File: src/charger_ctrl_map.svh
// register map, reset values and decode tables of the charger control bank
`ifndef CHARGER_CTRL_MAP_SVH
`define CHARGER_CTRL_MAP_SVH

`define CCR_ADDR_MAIN      8'h04
`define CCR_ADDR_COLD      8'h05
`define CCR_RESET_MAIN     8'h02
`define CCR_RESET_COLD     8'h20
`define CCR_MASK_MAIN      8'h7F
`define CCR_ZERO_BYTE      8'h00

`define CCR_PCT_FULL       7'h64
`define CCR_PCT_REDUCED    7'h5A

`define CCR_HRS_BASE       4'h2
`define CCR_HRS_CODE6      4'h8
`define CCR_HRS_CODE7      4'hA
`define CCR_TIMER_CODE6    3'h6
`define CCR_TIMER_CODE7    3'h7

`define CCR_TEMP_C0        8'hF6
`define CCR_TEMP_C1        8'h00
`define CCR_TEMP_C2        8'h0A
`define CCR_TEMP_C3        8'h0F
`define CCR_TEMP_C4        8'h28
`define CCR_TEMP_C5        8'h2D
`define CCR_TEMP_C6        8'h32
`define CCR_TEMP_C7        8'h3C

`define CCR_MV_C0          12'h7D0
`define CCR_MV_C1          12'h802
`define CCR_MV_C2          12'h81B
`define CCR_MV_C3          12'h834

`define CCR_PM_C0          10'h000
`define CCR_PM_C1          10'h0FA
`define CCR_PM_C2          10'h177
`define CCR_PM_C3          10'h1F4
`define CCR_PM_C4          10'h271
`define CCR_PM_C5          10'h2EE
`define CCR_PM_C6          10'h36B
`define CCR_PM_C7          10'h3E8

`endif

File: src/charger_ctrl_pkg.sv
// types of the charger control bank
package charger_ctrl_pkg;

    typedef struct packed {
        logic       reserved;
        logic       battery_discharge_limit_sel;
        logic       adapter_current_limit_sel;
        logic [2:0] fast_charge_timer_sel;
        logic       external_charge_pin_select;
        logic       charger_on;
    } charger_control_main_s;

    typedef struct packed {
        logic [2:0] first_temp_threshold;
        logic [1:0] cold_range_term_voltage;
        logic [2:0] cold_range_charge_current;
    } charger_cold_range_setup_s;

    typedef struct packed {
        logic [6:0]  battery_limit_pct;
        logic [6:0]  adapter_limit_pct;
        logic [3:0]  timer_hours;
        logic [7:0]  first_temp_c;
        logic [11:0] term_voltage_mv;
        logic [9:0]  charge_current_permille;
    } charger_settings_s;

    typedef struct packed {
        charger_control_main_s     main;
        charger_cold_range_setup_s cold;
        logic [7:0]                rdata;
        logic                      pin_meta;
        logic                      pin_sync;
        logic                      charge_enable;
    } bank_state_s;

endpackage

File: src/charger_setting_decode.sv
// turns the raw register fields into the values the analog loop consumes
`timescale 1ns/10ps
`include "charger_ctrl_map.svh"

module charger_setting_decode
    import charger_ctrl_pkg::*;
(
    // clock and reset
    input  wire logic                      i_clock,
    input  wire logic                      i_reset,
    input  wire logic                      i_clock_enable,
    // raw fields
    input  wire charger_control_main_s     i_main,
    input  wire charger_cold_range_setup_s i_cold,
    // decoded values
    output charger_settings_s              o_settings
);

    charger_settings_s state_q;
    charger_settings_s state_d;

    always_comb begin
        state_d = state_q;
        state_d.battery_limit_pct = i_main.battery_discharge_limit_sel ?
            `CCR_PCT_REDUCED : `CCR_PCT_FULL;
        state_d.adapter_limit_pct = i_main.adapter_current_limit_sel ?
            `CCR_PCT_REDUCED : `CCR_PCT_FULL;
        // upper two codes taken as 8 h and 10 h in code order
        unique case (i_main.fast_charge_timer_sel)
            `CCR_TIMER_CODE6: state_d.timer_hours = `CCR_HRS_CODE6;
            `CCR_TIMER_CODE7: state_d.timer_hours = `CCR_HRS_CODE7;
            default: state_d.timer_hours = `CCR_HRS_BASE
                + {1'b0, i_main.fast_charge_timer_sel};
        endcase
        unique case (i_cold.first_temp_threshold)
            3'h0: state_d.first_temp_c = `CCR_TEMP_C0;
            3'h1: state_d.first_temp_c = `CCR_TEMP_C1;
            3'h2: state_d.first_temp_c = `CCR_TEMP_C2;
            3'h3: state_d.first_temp_c = `CCR_TEMP_C3;
            3'h4: state_d.first_temp_c = `CCR_TEMP_C4;
            3'h5: state_d.first_temp_c = `CCR_TEMP_C5;
            3'h6: state_d.first_temp_c = `CCR_TEMP_C6;
            3'h7: state_d.first_temp_c = `CCR_TEMP_C7;
        endcase
        unique case (i_cold.cold_range_term_voltage)
            2'h0: state_d.term_voltage_mv = `CCR_MV_C0;
            2'h1: state_d.term_voltage_mv = `CCR_MV_C1;
            2'h2: state_d.term_voltage_mv = `CCR_MV_C2;
            2'h3: state_d.term_voltage_mv = `CCR_MV_C3;
        endcase
        unique case (i_cold.cold_range_charge_current)
            3'h0: state_d.charge_current_permille = `CCR_PM_C0;
            3'h1: state_d.charge_current_permille = `CCR_PM_C1;
            3'h2: state_d.charge_current_permille = `CCR_PM_C2;
            3'h3: state_d.charge_current_permille = `CCR_PM_C3;
            3'h4: state_d.charge_current_permille = `CCR_PM_C4;
            3'h5: state_d.charge_current_permille = `CCR_PM_C5;
            3'h6: state_d.charge_current_permille = `CCR_PM_C6;
            3'h7: state_d.charge_current_permille = `CCR_PM_C7;
        endcase
    end

    // reset value matches the decode of the register reset codes
    always_ff @(posedge i_clock) begin
        if (i_reset) begin
            state_q <= '{`CCR_PCT_FULL, `CCR_PCT_FULL, `CCR_HRS_BASE,
                         `CCR_TEMP_C1, `CCR_MV_C0, `CCR_PM_C0};
        end else if (i_clock_enable) begin
            state_q <= state_d;
        end
    end

    assign o_settings = state_q;
endmodule

File: src/charger_control_registers.sv
// charger control register bank with decoded outputs
`timescale 1ns/10ps
`include "charger_ctrl_map.svh"

module charger_control_registers
    import charger_ctrl_pkg::*;
(
    // clock and reset
    input  wire logic          i_clock,
    input  wire logic          i_reset,
    input  wire logic          i_clock_enable,
    // register port from the serial bus engine
    input  wire logic [7:0]    i_reg_addr,
    input  wire logic          i_reg_write,
    input  wire logic [7:0]    i_reg_wdata,
    input  wire logic          i_reg_read,
    output logic [7:0]         o_reg_rdata,
    // external charge enable pin
    input  wire logic          i_ext_charge_pin,
    // charger controls
    output logic               o_charge_enable,
    output charger_settings_s  o_settings
);

    bank_state_s state_q;
    bank_state_s state_d;
    logic        hit_main;
    logic        hit_cold;

    assign hit_main = (i_reg_addr == `CCR_ADDR_MAIN);
    assign hit_cold = (i_reg_addr == `CCR_ADDR_COLD);

    always_comb begin
        state_d = state_q;
        // pin is asynchronous; only pin_sync is read
        state_d.pin_meta = i_ext_charge_pin;
        state_d.pin_sync = state_q.pin_meta;
        if (i_reg_write && hit_main) begin
            state_d.main = charger_control_main_s'(i_reg_wdata & `CCR_MASK_MAIN);
        end
        if (i_reg_write && hit_cold) begin
            state_d.cold = charger_cold_range_setup_s'(i_reg_wdata);
        end
        if (i_reg_read) begin
            // unmapped addresses read as zero
            state_d.rdata = hit_main ? (8'(state_q.main) & `CCR_MASK_MAIN) :
                            hit_cold ? 8'(state_q.cold) : `CCR_ZERO_BYTE;
        end
        // pin takes over completely when selected, charger_on then ignored
        state_d.charge_enable = state_q.main.external_charge_pin_select ?
            state_q.pin_sync : state_q.main.charger_on;
    end

    always_ff @(posedge i_clock) begin
        if (i_reset) begin
            state_q.main          <= charger_control_main_s'(`CCR_RESET_MAIN);
            state_q.cold          <= charger_cold_range_setup_s'(`CCR_RESET_COLD);
            state_q.rdata         <= `CCR_ZERO_BYTE;
            state_q.pin_meta      <= 1'b0;
            state_q.pin_sync      <= 1'b0;
            state_q.charge_enable <= 1'b0;
        end else if (i_clock_enable) begin
            state_q <= state_d;
        end
    end

    assign o_reg_rdata     = state_q.rdata;
    assign o_charge_enable = state_q.charge_enable;

    charger_setting_decode u_decode (
        .i_clock        (i_clock),
        .i_reset        (i_reset),
        .i_clock_enable (i_clock_enable),
        .i_main         (state_q.main),
        .i_cold         (state_q.cold),
        .o_settings     (o_settings)
    );
endmodule

File: config.mk
export PLATFORM = sky130hd
export DESIGN_NAME = charger_control_registers
export DESIGN_NICKNAME = d
export VERILOG_FILES = /design/src/charger_ctrl_pkg.sv /design/src/charger_setting_decode.sv /design/src/charger_control_registers.sv
export VERILOG_INCLUDE_DIRS = /design/src
export SDC_FILE = /design/constraint.sdc
export NUM_CORES = 1
export LEC_CHECK = 0
export ABC_AREA = 0
export BUFFER_PORTS_ARGS = -buffer_cell sky130_fd_sc_hd__buf_2
export CAP_MARGIN = 40
export CORE_ASPECT_RATIO = 1.75
export CORE_MARGIN = 2
export CORE_UTILIZATION = 45
export DETAILED_ROUTE_END_ITERATION = 12
export PLACE_DENSITY = 0.74
export SETUP_SLACK_MARGIN = 0.05
export SLEW_MARGIN = 20
export SYNTH_ARGS = -nofsm -noshare
export SYNTH_HDL_FRONTEND = slang
export SYNTH_SLANG_ARGS = --single-unit
File: constraint.sdc
create_clock -name i_clock -period 1.1 [get_ports i_clock]
set_input_delay 0 -clock i_clock [delete_from_list [all_inputs] [get_ports i_clock]]
set_output_delay 0 -clock i_clock [all_outputs]
set_load 0.1 [all_outputs]
==> impl_metrics.ini <==
[timing]
rsz0062_at_grt = true
fmax_ghz = 0.943
skew_ns = 0.0125
tightest_slew_ns = 0.636
slew_headroom_pct = 57.6
finalMaxSlewViolations = 0
fin_ws_ns = 0.0392
hold_viol = 0
timing.final.crit_share_pct = 96.4
setup_violations = 0
min_period_ns = 1.06

[placed_design]
gp_congestion = 0.844
io_buffers = 74
dp_hpwl_um = 4190
dp_slack_ns = -0.153

[logic_synthesis]
ys_warn_count = 0
synthMuxAreaShare_pct = 11.1
avgSynthCellArea_um2 = 9.33
synth_top_area_share_pct = 41.6
synth_top_family_by_area = simple AND/OR/NAND/NOR gates
yosys-top-cells-count = dfxtp_1, nand2b_1, mux2i_1
synth_compound_area_share_pct = 9.51
synth_area_um2 = 2700
synth-seq-area-share_pct = 41.6
async_reset_ff_share_pct = 0
synth_cell_type_count = 33
synth-xor-area-share_pct = 0
synthCells = 289
yosys_register_bits = 56
yosys.area_share.simple_pct = 18.5
synthAdderAreaFrac_pct = 6.96
synthFlopType = dfxtp_1
synth_most_common_cell = dfxtp_1
yosys-top-cells-area = dfxtp_1, mux2i_1, buf_4, nand2b_1, ha_1
synth_top_area_cell = dfxtp_1
synth_edf_count = 0

[cells_and_area]
finalNetCount = 400
drive_gt1_share_pct = 43.1
antenna_cells = 0
fin_util_pct = 60.6
area_growth_pct = 31.1

[clock_tree]
cts_made_buffers = 5
cts_tree = yes
path_clk_slew_ns = 0.10
clockBufferDepth = 2
root_buffer = clkbuf_8
clk_latency_ns = 0.32
htree_levels = 2
cts.sinks = 56

[grt]
gr-total-overflow = 0
grt_pass1_vias = 2102
grt_max_degree = 45
grt_pass1_wl_um = 9560
track_usage_pct = 18.4
antenna_found_initial = 0

[floorplan]
die_height_um = 106
rows = 37
die_x_um = 62.5
io_pins = 79
initial_core_util_pct = 46.2
core_area_um2 = 5830
dieArea_um2 = 6650

[critical_path]
worstPathRequired_ns = 1.28
r2r_start = state_q[16]$_SDFFE_PP1P_
crit_type = flop to flop
reg2reg_slack_ns = 0.04
worstPathMaxFanout = 4
startpoint_type = flop
crit_arrival_ns = 1.24
rr_worst_depth = 5
r2r-end = u_decode.o_settings[24]$_SDFFE_PP0P_
cp-end-kind = flop

[min_path]
hold_depth = 4
holdCritPathClass = primary input to flop
holdCritStartpoint = i_reg_addr[6]
hold_end = o_reg_rdata[7]$_SDFFE_PP0P_

[routing]
via_per_inst = 4.90
ant_nets = 0
post_drt_wl_per_cell_um = 13.6
drc = 0
first_pass_iters = 4
wirelength_um = 5990
drtIter0Drc = 84
detailroute.via_count = 2154

[power_and_ir_drop]
peakVddDrop_v = 0.000998
p_leak_uw = 0.00154
p_per_area_nw_per_um2 = 1050

[flow_run]
max-cap-violations = 0

[run_status]
status = finished, final reports clean
## layer usage
layer  wire [µm]  vias to the layer above  track usage (%)  share of wire [%]
met5           0                        -                0                  0
li1            -                     1084                -                  -
met4         208                        0             10.6                3.5
met1        2300                      991             19.6                 38
met2        3220                       66             33.3                 54
met3         262                       13             3.70                4.4
## where the power goes
part           switching, µW  internal [µW]  leakage (µW)  total, µW
Combinational            436            164       0.00103        600
Sequential              15.8           2050      0.000465       2070
Clock                    619            427     0.0000371       1050
## metrics by stage
stage | hold WS (ns) | std cells | total power (µW) | instance area [µm²] | TNS (ns)
6_report | 0.0517 | 440 | 3710 | 3540 | 0
5_1_grt | 0.0733 | 440 | 3860 | 3540 | -0.00257
4_1_cts | 0.0357 | 440 | 3750 | 3480 | -0.0984
3_5_place_dp | 0.254 | 423 | 2670 | 3160 | -1.76
3_3_place_gp | 0.241 | 423 | 2660 | 3160 | -0.843
2_1_floorplan | 0.147 | 291 | 2570 | 2750 | 0
## how the worst max path moves through the flow
| stage | endpoint | from | cells after the start | slack (ns) |
|---|---|---|---|---|
| global route | u_decode.o_settings[24]$_SDFFE_PP0P_ | state_q[16]$_SDFFE_PP1P_ | 5 | -0.003 |
| floorplan | o_settings[37] | u_decode.o_settings[38]$_SDFFE_PP0P_ | 1 | 0.06 |
| detailed placement | state_q[23]$_SDFFE_PP0P_ | i_reg_addr[3] | 5 | -0.15 |
| CTS | o_settings[18] | u_decode.o_settings[20]$_SDFFE_PP1P_ | 1 | -0.02 |
| global placement | state_q[25]$_SDFFE_PP0P_ | i_reg_addr[5] | 6 | -0.08 |
| finish | u_decode.o_settings[24]$_SDFFE_PP0P_ | state_q[16]$_SDFFE_PP1P_ | 5 | 0.04 |
## registers in the layout, indices dropped and copies added (netlist names)
signal	count
o_charge_enable	1
u_decode.o_settings	30
state_d	1
o_reg_rdata	8
state_q	16
## worst max-delay path, cell delays in order, from the launching register on
cell,delay (ns)
dfxtp_4,0.38
inv_4,0.05
ha_4,0.25
nor2_2,0.03
o21ai_2,0.13
a21oi_1,0.08
## timing repair
action	4_1_cts	5_1_grt
buffers inserted	1	0
hold buffers	10	0
pin swaps	4	10
resized for setup	52	24
endpoints found under the setup margin	56	27
endpoints found under the hold margin	16	0
## logic make-up after synthesis
family	Yosys count
simple gates	90
buf+inv	57
flops	56
compound gates	39
mux	30
fa+ha+maj	15
other cells	2
## placed cells by master (no fill, tap or decap), types with 11 or more instances in the layout
cell	n
nor2_1	28
mux2i_1	30
a21oi_1	12
dfxtp_2	34
nand2b_1	31
buf_2	21
ha_1	11
dfxtp_1	20
nand2_1	15
buf_4	71
## cell type report
class	instances	area [µm²]
Multi-Input combinational cell	178	1320
Clock buffer	6	72.6
Timing Repair Buffer	107	817
Sequential cell	56	1170
Tap cell	78	97.6
Fill cell	519	2300
Inverter	15	63.8
Note: power is estimated with default switching activity, not from simulation.
